`src/pkg/ee3w_pkg.sv`:
```
/*
  Shared constants and types for the three-wire serial EEPROM slave.
  Assumes a single 50 MHz system clock; all pins arrive asynchronously.
*/
package ee3w_pkg;

  // ***************************************************************
  // Timing
  // ***************************************************************
  localparam int CLK_MHZ       = 50;
  localparam int WRITE_TIME_MS = 10;
  // Longest time, so rounds down (exact here)
  localparam int WRITE_CYC     = WRITE_TIME_MS * 1000 * CLK_MHZ;

  // ***************************************************************
  // Geometry
  // ***************************************************************
  localparam int ADDR16_W_SMALL = 6;   // x16 address bits, smallest density
  localparam int FIFO_DEPTH     = 4;
  localparam int WORD16_W       = 16;
  localparam int WORD8_W        = 8;

  // ***************************************************************
  // Instruction encodings
  // ***************************************************************
  localparam logic       START_MARKER   = 1'b1;
  localparam logic       READ_DUMMY     = 1'b0;
  localparam logic [1:0] OPC_SPECIAL    = 2'h0;
  localparam logic [1:0] OPC_WRITE      = 2'h1;
  localparam logic [1:0] OPC_READ       = 2'h2;
  localparam logic [1:0] OPC_ERASE      = 2'h3;
  localparam logic [1:0] SUB_LOCK       = 2'h0;
  localparam logic [1:0] SUB_FILL_ALL   = 2'h1;
  localparam logic [1:0] SUB_ERASE_ALL  = 2'h2;
  localparam logic [1:0] SUB_UNLOCK     = 2'h3;
  localparam logic [15:0] ERASED_WORD   = 16'hFFFF;

  // ***************************************************************
  // Types
  // ***************************************************************
  typedef enum logic [4:0] {
    ST_IDLE = 5'h01,
    ST_OPC  = 5'h02,
    ST_ADDR = 5'h04,
    ST_DATA = 5'h08,
    ST_READ = 5'h10
  } ee3w_state_t;

  typedef struct packed {
    logic select;
    logic shift_clock;
    logic serial_in;
    logic strap;
    logic strap_driven;
  } ee3w_pins_t;

  typedef struct packed {
    logic        all;    // Every location
    logic        wide;   // x16 organisation
    logic [8:0]  addr;
    logic [15:0] data;
  } ee3w_op_t;

  localparam int OP_W = $bits(ee3w_op_t);

  typedef struct packed {
    ee3w_pins_t  s1;
    ee3w_pins_t  s2;
    logic        sk_q;
    logic        cs_q;
    ee3w_state_t state;
    logic [4:0]  cnt;
    logic [1:0]  opc;
    logic [8:0]  addr;
    logic [15:0] data;
    logic [15:0] shout;
    logic        hold;
    logic        unlocked;
    logic        stat_arm;
    logic        stat_mode;
    logic        pend;
    ee3w_op_t    pop;
    logic        prog;
    ee3w_op_t    op;
    logic [31:0] timer;
    logic [9:0]  idx;
    logic        out;
    logic        oe;
  } ee3w_core_t;

endpackage

```
`src/rtl/ee3w_eeprom.sv`:
```
/*
  Three-wire serial EEPROM slave: pin front end, command decoder, a small
  program FIFO and the self-timed program engine, in one file.
  Assumes select, shift clock, data in and strap pins are asynchronous to clk_i,
  and that the bench resolves the data-out pin from serial_out_oe_o.
*/
`timescale 1ns/1ps

// ***************************************************************
// Program FIFO
// ***************************************************************
module ee3w_fifo #(
  parameter int W = 8,
  parameter int D = 4
) (
  // Clock and reset
  input  wire logic         clk_i,
  input  wire logic         reset_i,
  // Fill side
  input  wire logic         in_valid_i,
  output logic              in_ready_o,
  input  wire logic [W-1:0] in_data_i,
  // Drain side
  output logic              out_valid_o,
  input  wire logic         out_ready_i,
  output logic [W-1:0]      out_data_o
);
  localparam int PW = $clog2(D);
  typedef struct packed {
    logic [PW-1:0] wp;
    logic [PW-1:0] rp;
    logic [PW:0]   cnt;
  } ee3w_fifo_st_t;

  ee3w_fifo_st_t st_r, st_nxt;
  logic [W-1:0]  mem_r [D];
  logic          push, pop;

  // Honest flags straight from the count
  assign in_ready_o  = (st_r.cnt != (PW+1)'(D));
  assign out_valid_o = (st_r.cnt != '0);
  assign out_data_o  = mem_r[st_r.rp];
  assign push        = in_valid_i && in_ready_o;
  assign pop         = out_valid_o && out_ready_i;

  // Pointer and count update
  always_comb begin
    st_nxt = st_r;
    if (push) st_nxt.wp = (st_r.wp == PW'(D-1)) ? '0 : st_r.wp + 1'b1;
    if (pop)  st_nxt.rp = (st_r.rp == PW'(D-1)) ? '0 : st_r.rp + 1'b1;
    st_nxt.cnt = st_r.cnt + (PW+1)'(push) - (PW+1)'(pop);
  end

  always_ff @(posedge clk_i) begin
    if (reset_i) st_r <= '0;
    else         st_r <= st_nxt;
  end

  // Storage carries no reset
  always_ff @(posedge clk_i) begin
    if (push) mem_r[st_r.wp] <= in_data_i;
  end
endmodule

// ***************************************************************
// Device top
// ***************************************************************
module ee3w_eeprom #(
  parameter int   ADDR16_W   = ee3w_pkg::ADDR16_W_SMALL,
  parameter bit   HAS_PULLUP = 1'b1,
  parameter int   WRITE_CYC  = ee3w_pkg::WRITE_CYC,
  parameter int   FIFO_DEPTH = ee3w_pkg::FIFO_DEPTH
) (
  // Clock and reset
  input  wire logic clk_i,
  input  wire logic reset_i,
  // Serial link pins
  input  wire logic select_i,
  input  wire logic shift_clock_i,
  input  wire logic serial_in_i,
  output logic      serial_out_o,
  output logic      serial_out_oe_o,
  // Organisation strap
  input  wire logic word_width_strap_i,
  input  wire logic word_width_strap_driven_i
);
  localparam int BW        = ADDR16_W + 1;
  localparam int MEM_BYTES = 2 ** BW;

  ee3w_pkg::ee3w_core_t st, nx;
  logic [7:0]           mem_r [MEM_BYTES];
  logic                 mem_we;
  logic [BW-1:0]        mem_wa;
  logic [7:0]           mem_wd;
  logic                 f_in_ready, f_out_valid, f_out_ready;
  logic [ee3w_pkg::OP_W-1:0] f_out_data;
  ee3w_pkg::ee3w_op_t   f_op;
  logic                 wide, sk_rise, cs_rise, cs_fall, busy;
  logic [4:0]           aw_last, dw_last;
  logic [10:0]          wr_count;

  // Top two address bits carry the special subcode
  function automatic logic [1:0] subcode(input logic [8:0] a, input logic w);
    return w ? a[ADDR16_W-1 -: 2] : a[ADDR16_W -: 2];
  endfunction

  // Byte index of a word address
  function automatic logic [BW-1:0] byte_of(input logic [8:0] a, input logic w, input logic hi);
    return w ? {a[ADDR16_W-1:0], hi} : a[BW-1:0];
  endfunction

  // Organisation; an undriven strap without pull-up falls back to x8
  assign wide    = st.s2.strap_driven ? st.s2.strap : HAS_PULLUP;
  assign aw_last = wide ? 5'(ADDR16_W - 1) : 5'(ADDR16_W);
  assign dw_last = wide ? 5'(ee3w_pkg::WORD16_W - 1) : 5'(ee3w_pkg::WORD8_W - 1);
  assign sk_rise = st.s2.select && st.s2.shift_clock && !st.sk_q;
  assign cs_rise = st.s2.select && !st.cs_q;
  assign cs_fall = !st.s2.select && st.cs_q;
  assign busy    = st.pend || f_out_valid || st.prog;
  assign f_op    = ee3w_pkg::ee3w_op_t'(f_out_data);
  assign f_out_ready = !st.prog;
  assign wr_count = st.op.all ? 11'(MEM_BYTES) : (st.op.wide ? 11'h002 : 11'h001);

  // Program byte write, one byte per cycle from timer start until wr_count bytes are written
  always_comb begin
    mem_we = st.prog && (11'(st.idx) < wr_count);
    mem_wa = st.op.all ? st.idx[BW-1:0] : byte_of(st.op.addr, st.op.wide, st.idx[0]);
    mem_wd = (st.op.wide && st.idx[0]) ? st.op.data[15:8] : st.op.data[7:0];
  end

  // Whole next-state: syncs, decoder, status, program engine
  always_comb begin
    nx      = st;
    nx.s1   = '{select_i, shift_clock_i, serial_in_i, word_width_strap_i,
                word_width_strap_driven_i};
    nx.s2   = st.s1;
    nx.sk_q = st.s2.shift_clock;
    nx.cs_q = st.s2.select;
    if (sk_rise) begin
      case (st.state)
        ee3w_pkg::ST_IDLE: begin
          if (st.s2.serial_in == ee3w_pkg::START_MARKER) begin
            nx.state     = ee3w_pkg::ST_OPC;
            nx.cnt       = '0;
            nx.stat_mode = 1'b0;
          end
        end
        ee3w_pkg::ST_OPC: begin
          nx.opc = {st.opc[0], st.s2.serial_in};
          nx.cnt = st.cnt + 5'h01;
          if (st.cnt == 5'h01) begin
            nx.state = ee3w_pkg::ST_ADDR;
            nx.cnt   = '0;
          end
        end
        ee3w_pkg::ST_ADDR: begin
          nx.addr = {st.addr[7:0], st.s2.serial_in};
          nx.cnt  = st.cnt + 5'h01;
          if (st.cnt == aw_last) begin
            nx.cnt = '0;
            if (st.opc == ee3w_pkg::OPC_READ) begin
              nx.state = ee3w_pkg::ST_READ;
              nx.shout = wide ? {mem_r[byte_of(nx.addr, 1'b1, 1'b1)],
                                 mem_r[byte_of(nx.addr, 1'b1, 1'b0)]}
                              : {mem_r[byte_of(nx.addr, 1'b0, 1'b0)], 8'h00};
            end else if (st.opc == ee3w_pkg::OPC_WRITE ||
                         (st.opc == ee3w_pkg::OPC_SPECIAL &&
                          subcode(nx.addr, wide) == ee3w_pkg::SUB_FILL_ALL)) begin
              nx.state = ee3w_pkg::ST_DATA;
            end else begin
              nx.state = ee3w_pkg::ST_IDLE;
              nx.hold  = 1'b1;
            end
          end
        end
        ee3w_pkg::ST_DATA: begin
          nx.data = {st.data[14:0], st.s2.serial_in};
          nx.cnt  = st.cnt + 5'h01;
          if (st.cnt == dw_last) begin
            nx.state = ee3w_pkg::ST_IDLE;
            nx.hold  = 1'b1;
          end
        end
        ee3w_pkg::ST_READ: begin
          nx.shout = {st.shout[14:0], 1'b0};
        end
        default: nx.state = ee3w_pkg::ST_IDLE;
      endcase
    end
    // Deselect executes a complete instruction, then drops any partial one
    if (cs_fall) begin
      nx.state = ee3w_pkg::ST_IDLE;
      nx.hold  = 1'b0;
      if (st.hold && st.opc == ee3w_pkg::OPC_SPECIAL &&
          subcode(st.addr, wide) == ee3w_pkg::SUB_UNLOCK) begin
        nx.unlocked = 1'b1;
      end else if (st.hold && st.opc == ee3w_pkg::OPC_SPECIAL &&
                   subcode(st.addr, wide) == ee3w_pkg::SUB_LOCK) begin
        nx.unlocked = 1'b0;
      end else if (st.hold && st.opc != ee3w_pkg::OPC_READ && st.unlocked && !st.pend) begin
        nx.pend      = 1'b1;
        nx.stat_arm  = 1'b1;
        nx.pop.wide  = wide;
        nx.pop.addr  = st.addr;
        nx.pop.all   = (st.opc == ee3w_pkg::OPC_SPECIAL);
        nx.pop.data  = (st.opc == ee3w_pkg::OPC_ERASE ||
                        (st.opc == ee3w_pkg::OPC_SPECIAL &&
                         subcode(st.addr, wide) == ee3w_pkg::SUB_ERASE_ALL))
                       ? ee3w_pkg::ERASED_WORD : st.data;
        if (!wide) nx.pop.data[15:8] = nx.pop.data[7:0];
      end
    end
    // Reselect after a queued write shows status
    if (cs_rise && st.stat_arm) begin
      nx.stat_mode = 1'b1;
      nx.stat_arm  = 1'b0;
    end
    // Hand the pending operation to the FIFO; a full FIFO stalls here
    if (st.pend && f_in_ready) nx.pend = 1'b0;
    // Program engine: timed, self-contained
    if (!st.prog && f_out_valid) begin
      nx.prog  = 1'b1;
      nx.op    = f_op;
      nx.timer = '0;
      nx.idx   = '0;
    end else if (st.prog) begin
      nx.timer = st.timer + 32'h1;
      if (mem_we) nx.idx = st.idx + 10'h001;
      if (st.timer == 32'(WRITE_CYC - 1)) nx.prog = 1'b0;
    end
    // Registered pin drive; a read bit stands until the next shift clock rise
    nx.oe  = st.s2.select && (st.state == ee3w_pkg::ST_READ ||
             nx.state == ee3w_pkg::ST_READ || st.stat_mode);
    nx.out = (nx.state != ee3w_pkg::ST_READ) ? !busy :
             (st.state != ee3w_pkg::ST_READ) ? ee3w_pkg::READ_DUMMY :
             sk_rise ? st.shout[15] : st.out;
  end

  always_ff @(posedge clk_i) begin
    if (reset_i) begin
      st       <= '0;
      st.state <= ee3w_pkg::ST_IDLE;
    end else begin
      st <= nx;
    end
  end

  // Array: no erase step, the new byte lands directly
  always_ff @(posedge clk_i) begin
    if (mem_we) mem_r[mem_wa] <= mem_wd;
  end

  ee3w_fifo #(.W(ee3w_pkg::OP_W), .D(FIFO_DEPTH)) u_fifo (
    .clk_i       (clk_i),
    .reset_i     (reset_i),
    .in_valid_i  (st.pend),
    .in_ready_o  (f_in_ready),
    .in_data_i   (st.pop),
    .out_valid_o (f_out_valid),
    .out_ready_i (f_out_ready),
    .out_data_o  (f_out_data)
  );

  assign serial_out_o    = st.out;
  assign serial_out_oe_o = st.oe;

  // ***************************************************************
  // Checks
  // ***************************************************************
  select_gate_a: assert property (@(posedge clk_i) disable iff (reset_i)
    !st.s2.select |=> !serial_out_oe_o) else $error("output driven while deselected");
  strap_high_a: assert property (@(posedge clk_i) disable iff (reset_i)
    (st.s2.strap_driven && st.s2.strap) |-> dw_last == 5'h0F) else $error("x16 not chosen");
  strap_low_a: assert property (@(posedge clk_i) disable iff (reset_i)
    (st.s2.strap_driven && !st.s2.strap) |-> aw_last == 5'(ADDR16_W)) else $error("x8 not chosen");
  strap_float_a: assert property (@(posedge clk_i) disable iff (reset_i)
    !st.s2.strap_driven |-> wide == HAS_PULLUP) else $error("floating strap default wrong");
  array_bound_a: assert property (@(posedge clk_i) disable iff (reset_i)
    ($fell(st.prog) && st.op.all) |-> 11'(st.idx) == 11'(MEM_BYTES))
    else $error("whole array not covered");
  read_dummy_a: assert property (@(posedge clk_i) disable iff (reset_i)
    (st.state == ee3w_pkg::ST_ADDR && nx.state == ee3w_pkg::ST_READ && st.s2.select)
    |=> serial_out_oe_o && serial_out_o == ee3w_pkg::READ_DUMMY) else $error("read lead bit");
  read_hold_a: assert property (@(posedge clk_i) disable iff (reset_i)
    (st.state == ee3w_pkg::ST_READ && st.s2.select && !sk_rise) |=> $stable(serial_out_o))
    else $error("read bit did not stand");
  timer_bound_a: assert property (@(posedge clk_i) disable iff (reset_i)
    st.prog |-> st.timer < 32'(WRITE_CYC)) else $error("write time exceeded");
  locked_guard_a: assert property (@(posedge clk_i) disable iff (reset_i)
    $rose(st.pend) |-> $past(st.unlocked)) else $error("write queued while locked");
  busy_status_a: assert property (@(posedge clk_i) disable iff (reset_i)
    (st.stat_mode && st.s2.select && st.state == ee3w_pkg::ST_IDLE) |=>
    serial_out_o == !$past(busy)) else $error("status bit wrong");
  start_bit_a: assert property (@(posedge clk_i) disable iff (reset_i)
    (st.state == ee3w_pkg::ST_IDLE && nx.state == ee3w_pkg::ST_OPC) |-> st.s2.serial_in)
    else $error("instruction without start bit");
  reset_lock_a: assert property (@(posedge clk_i)
    $fell(reset_i) |-> !st.unlocked) else $error("unlocked after reset");
  read_seen_c: cover property (@(posedge clk_i) disable iff (reset_i)
    st.state == ee3w_pkg::ST_READ ##1 st.state == ee3w_pkg::ST_READ);
  prog_done_c: cover property (@(posedge clk_i) disable iff (reset_i) $fell(st.prog));
  fifo_full_c: cover property (@(posedge clk_i) disable iff (reset_i) st.pend && !f_in_ready);
endmodule

```
`config.mk`:
```
export PLATFORM = sky130hd
export DESIGN_NAME = ee3w_eeprom
export DESIGN_NICKNAME = d
export VERILOG_FILES = /design/src/pkg/ee3w_pkg.sv /design/src/rtl/ee3w_eeprom.sv
export SDC_FILE = /design/constraint.sdc
export NUM_CORES = 2
export LEC_CHECK = 0
export BUFFER_PORTS_ARGS = -buffer_cell sky130_fd_sc_hd__clkbuf_2
export CAP_MARGIN = 20
export CELL_PAD_IN_SITES_DETAIL_PLACEMENT = 0
export CELL_PAD_IN_SITES_GLOBAL_PLACEMENT = 1
export CORE_UTILIZATION = 32
export DETAILED_ROUTE_END_ITERATION = 10
export HOLD_SLACK_MARGIN = 0.02
export PLACE_DENSITY_LB_ADDON = 0.3
export SYNTH_ARGS = -nofsm -noshare
export SYNTH_HDL_FRONTEND = slang
export SYNTH_SLANG_ARGS = --single-unit
export TNS_END_PERCENT = 30
```
`constraint.sdc`:
```
create_clock -name clk_i -period 3.3 [get_ports clk_i]
set_input_delay 0.66 -clock clk_i [delete_from_list [all_inputs] [get_ports clk_i]]
set_output_delay 0.66 -clock clk_i [all_outputs]
set_load 0.02 [all_outputs]
```
### Word-level counts from Yosys, hierarchy flattened

Memory sizes are Yosys's and may differ from the RTL's. A register that Yosys moved wholly into a read port is not among the register bits.
Index checks and enable logic that the tools add are counted.

* add/sub/neg operators: 7
* bitwise logic cells: 2
* eq/ne operators: 28
* reductions and logical operators: 55
* order comparisons: 1
* mux-type cells: 51

Operator list (count)
* $mux 16: 4
* $mux 54: 1
* $add 32x1->32 const B: 1
* $eq 32x19->1 const B: 1
* $pmux 16 s2: 1
* $mux 10: 3
* $pmux 5 s5: 1
* $mux 8: 3
* $mux 1: 20
* $pmux 5 s4: 1
* $logic_and 1x1->1: 18
* $mux 17: 1
* $mux 5: 3
* $mux 2: 7
* $mux 7: 2
* $ne 2x2->1 const B: 7
* $eq 2x2->1 const B: 6
* $reduce_bool 2->1: 6
* $add 10x1->10 const B: 1
* $eq 5x1->1 const B: 2
* $eq 5x5->1 const B: 2
* $lt 10x8->1: 1
* $ne 5x5->1 const B: 2
* $reduce_and 2->1: 5
* 24 further kinds: 45

* memory bits (writable): 1132
* input port bits: 7
* register bits: 149
* memories: 2
* word-level logic and storage cells: 181
* output and inout port bits: 2

Memory list
* mem_r: words 128, width 8, rd ports 3, clocked after Yosys merged registers in 0, wr ports 1, RTL line ee3w_eeprom.sv:91 `logic [7:0] mem_r [MEM_BYTES];`
* u_fifo.mem_r: words 4, width 27, rd ports 1, clocked after Yosys merged registers in 1, wr ports 1, RTL line ee3w_eeprom.sv:36 `logic [W-1:0] mem_r [D];`

### Longest topological paths before layout

* word-level depth: 15
* depth in mapped cells: 13
* depth with buffers taken out: 11

### Hierarchy

From an unflattened synthesis, not the netlist that was laid out.

* cell total of the unflattened synthesis: 3501
* area total of the unflattened synthesis: 60087.6 µm²

By module, submodules not included
* ee3w_eeprom: times used 1, cells an instance 3311, area each 55705.9 µm²
* ee3w_fifo: times used 1, cells an instance 190, area each 4381.7 µm²

### Least setup slack after synthesis

Ideal clock, no wire load.

* path kind: flip-flop to flip-flop
* start point: reg, netlist name st[69]
* end point: mem mem_r[388][0], in the netlist mem_r[97][0], enable pin
* data required time: 2930 ps
* buffers on the path: 2
* data arrival time: 2637 ps
* setup slack: 293 ps
* cell stages (with the launch flop): 11
* library setup time: 370 ps
* cell sequence: dfxtp_1 > clkbuf_1 > nand2_1 > ha_1 > o31ai_1 > nand3_1 > a21oi_1 > nor2b_1 > nand2_1 > clkbuf_1 > nor2_1

* word-level cells in the longest chain between the ends: 6

Ends and longest elaborated chain
* $mux 2: RTL line ee3w_eeprom.sv:122 `assign wr_count = st.op.all ? 11'(MEM_BYTES) : (st.op.wide ? 11'h002 : 11'h001);`
* $mux 8: RTL line ee3w_eeprom.sv:122
* $lt 10x8->1: RTL line ee3w_eeprom.sv:126 `mem_we = st.prog && (11'(st.idx) < wr_count);`
* $logic_and 1x1->1: RTL line ee3w_eeprom.sv:126
* $mux 1: RTL line ee3w_eeprom.sv:250 `if (mem_we) mem_r[mem_wa] <= mem_wd;`
* $mux 1 (not written as such): RTL line ee3w_eeprom.sv:250
* end, declared: RTL line ee3w_eeprom.sv:91

Several ways; a longest one is shown, not always the timed one.

### Worst setup path after layout

* start point: reg st[161] (netlist name)
* end point: reg st[119] (netlist name)

* word-level cells in the longest chain between the ends: 5

Ends and longest elaborated chain
* start, declared: RTL line ee3w_eeprom.sv:90 `ee3w_pkg::ee3w_core_t st, nx;`
* start signal, assigned: RTL line ee3w_eeprom.sv:244 `st <= nx;`
* $mem_v2 128x8
* $mux 16: RTL line ee3w_eeprom.sv:163 `nx.shout = wide ? {mem_r[byte_of(nx.addr, 1'b1, 1'b1)],`
* $mux 16: RTL line ee3w_eeprom.sv:161 `if (st.opc == ee3w_pkg::OPC_READ) begin`
* $mux 17: RTL line ee3w_eeprom.sv:159 `if (st.cnt == aw_last) begin`
* $pmux 16 s2: RTL line ee3w_eeprom.sv:140 `case (st.state)`

No other way between the ends. The select of a mux whose other input is x is not followed.
A chain may end at the register's enable or synchronous reset.

==> results.md <==
* Outcome: finished clean
* Leakage at 21.8 nW
* H-tree levels at 4
* Synth Instances at 3,421
* Post-layout util at about two fifths
* Final #Nets at 3,795
* Wire per inst at 30.5 microns
* Ys async rst share at 0%
* Fin Hold WS at between 0.08 and 0.09 ns
* Commonest non-fill, non-tap cell in the layout: edfxtp_1
* Initial Util at 32.3%
* First-pass GRT wire length at roughly 270 mm
* DR iter-0 viols at 4,887
* Post-synth EDFFs at roughly 1,100
* Ys flop type: edfxtp_1
* Reg2Reg Setup Slack at 0.02 ns
* Clk Latency, worst-skew pair at roughly 0.8 ns
* Total track usage at 20.7%
* CP required at 4.01 ns
* Fmax achieved at between 300 and 400 MHz
* Worst Setup Slack, final at 0.0247 ns
* Most frequent cells in the layout: edfxtp_1 (1,124), mux4_2 (583), buf_4 (381)
* VDD IR max at 0.744 mV
* Clock root cell: clkbuf_16
* Die width at between 400 and 500 microns
* Filler Cell Count at 17,000
* Sequential-to-total area share from yosys stat at roughly 63%
* Reg2reg path depth at 9
* Crit path DAT at 3.99 ns
* DP Wirelength at 135 mm
* Pwr/cell area at slightly below 600 nW/um^2
* Synthesized area per cell at 17.3 sq um
* Tcrit/Tclk final at 99.3%
* Share of layout cells above drive strength 1 at between 30% and 40%
* Tmin final at 3.28 ns
* Pwr Total at 0.0418 W
* Worst R2R End: st[119]$_SDFFE_PP0P_
* DRT Pass-1 Iters at 6
* Hold wc startpoint: select_i
* Max_cap viols at 0
* GPL Wtd Cong at around 0.97
* Critical path class: register to register
* Io pins at 9
* Core Area at roughly 180,000 sq um
* RSZ-0062 raised after global routing: no
* FF+latch count, synth at 1,294
* CTS Sinks at between 1,000 and 1,500
* Die H at 432 microns
* Max transition margin at just under 30%
* Vias/cell at 5.61
* Synth unique cells at 74
* Crit path max fanout at 18
* Hold path cells at 2
* CP startpoint kind: register
* Clock slew at the register clock pins of the worst setup and hold paths at 0.07 ns
* Synth Net Count at 3,442
* Mapped Area at roughly 59,000 sq um
* Drc violations at 0
* Hold Crit Endpoint: nx[163]$_SDFF_PP0_
* Via count at 35,700
* Non-filler cells, final at 6,362
* Pins Over Slew Limit at 0
* Reg2reg start: st[161]$_SDFF_PP0_
* PortBufs at 8
* Row cnt at 157
* YS warnings at 0
* Placed cells at a little over 6,000
* Worst slack at placement at -0.287 ns
* Number of global-route vias before repair at around 35,000
* Endpoints failing hold at 0
* Overflow after GRT at 0
* Worst-margin pin slew at 1.05 ns
* Hold Crit Class: input pin to register
* Final setup viols at 0
* Worst setup EP type: register
* Initial antenna violation count at 7
* Clock buffer depth at 3
* Clock Skews at 0.0483 ns
* TritonCTS Buffers at 147
* Area growth syn-to-layout at 18.3%
* CTS tree: yes
* WL final at 194 mm
* Largest net degree at the start of global routing at 77
* Die Area at 187,000 sq um
* Antenna viol nets, final at 0
-- synthesized netlist by cell type (13+ instances only) --
| library cell | n | share of area, % |
|---|---|---|
| clkbuf_1 | 84 | 0.53 |
| nand3_1 | 42 | 0.36 |
| nor2_1 | 331 | 2.1 |
| nand2b_1 | 16 | 0.17 |
| mux2_2 | 28 | 0.53 |
| nor4_1 | 15 | 0.16 |
| o211ai_1 | 17 | 0.22 |
| nor2b_1 | 22 | 0.23 |
| buf_2 | 72 | 0.61 |
| dfxtp_1 | 170 | 5.7 |
| inv_1 | 20 | 0.13 |
| o21ai_0 | 43 | 0.36 |
| xor2_1 | 32 | 0.47 |
| buf_4 | 47 | 0.60 |
| ha_1 | 13 | 0.27 |
| edfxtp_1 | 1124 | 57 |
| mux2i_1 | 117 | 2.0 |
| nand4_1 | 17 | 0.18 |
| mux4_2 | 583 | 22 |
| buf_6 | 13 | 0.25 |
| and2_1 | 20 | 0.21 |
| nor3_1 | 45 | 0.38 |
| a211oi_1 | 44 | 0.56 |
| o22ai_1 | 16 | 0.17 |
| a21oi_1 | 76 | 0.64 |
| nand2_1 | 208 | 1.3 |
| buf_1 | 25 | 0.16 |
-- how the worst max path moves through the flow --
stage / startpoint / endpoint / slack, ns / cells past startpoint
global placement: st[161]$_SDFF_PP0_ / st[119]$_SDFFE_PP0P_ / -0.34 / 9
detailed placement: st[161]$_SDFF_PP0_ / st[119]$_SDFFE_PP0P_ / -0.29 / 9
global route: st[161]$_SDFF_PP0_ / st[119]$_SDFFE_PP0P_ / 0.04 / 11
floorplan: st[69]$_SDFFE_PP0P_ / mem_r[97][0]$_DFFE_PP_ / 0.29 / 10
finish: st[161]$_SDFF_PP0_ / st[119]$_SDFFE_PP0P_ / 0.02 / 9
CTS: st[161]$_SDFF_PP0_ / st[119]$_SDFFE_PP0P_ / 0.05 / 9
-- area by class of cell --
class                      instances  area [sq um]  area share (%)
inverter                          23          86.3           0.123
sequential                      1294         37200            53.1
tap                             2464          3080            4.40
timing repair buffer             445          4000            5.71
clock buffer                     180          3840            5.49
antenna                            3          7.51          0.0107
clock inverter                    90          1110            1.58
multi-input combinational       1863         20700            29.6
-- critical path, cell delays in order (launching register included) --
cell	delay [ns]
dfxtp_4	0.42
buf_12	0.19
buf_4	0.22
or2_2	0.48
o221ai_1	0.46
o22ai_1	0.16
o311ai_1	0.66
buf_4	0.22
a41oi_1	0.10
o41ai_1	0.23
-- repair_timing --
item | CTS | global route
buffers inserted | 2 | 0
pin swaps | 0 | 0
endpoints found under the hold margin | 4 | 0
setup endpoints to repair | 3 | 2
resized for setup | 2 | 2
cloned | 0 | 0
hold buffers | 4 | 0
-- power breakdown --
| group | internal [W] | switching (W) |
|---|---|---|
| Sequential | 0.0195 | 0.000258 |
| Combinational | 0.00153 | 0.00374 |
| Clock | 0.00967 | 0.00706 |
-- logic make-up (layout without fill, tap and decap cells) --
kind of cell	count (synthesis)	after routing	synth area share [%]
buffers and inverters	264	738	2.29
AND/OR/NAND/NOR	763	763	5.72
AO/OA/AOI/OAI	314	314	3.58
flip-flops	1294	1294	62.8
adder cells (fa/ha/maj)	14	14	0.309
XOR/XNOR	44	44	0.651
multiplexers	728	728	24.7
other	0	3	0
-- metrics by stage --
step | area, sq um | TNS (ns)
6_report | 70000 | 0
5_1_grt | 70000 | 0
4_1_cts | 70000 | 0
3_5_place_dp | 65000 | -0.443
3_3_place_gp | 65000 | -0.522
2_1_floorplan | 59200 | 0
-- state kept, by name, indices dropped and copies added (netlist names) --
name / count
nx: 7
mem_r: 1024
u_fifo.st_r: 7
serial_out_oe_o: 1
u_fifo.mem_r: 100
serial_out_o: 1
st: 154
-- layer usage --
layer  global-route usage [%]  share of wire (%)  up-vias
met2                     32.1                 46     1710
met5                        0              0.017        -
met3                     5.20                9.0      310
met4                     7.37                3.5        4
li1                         -                  -    14800
met1                     28.2                 41    18900
(Power assumes the default switching activity.)
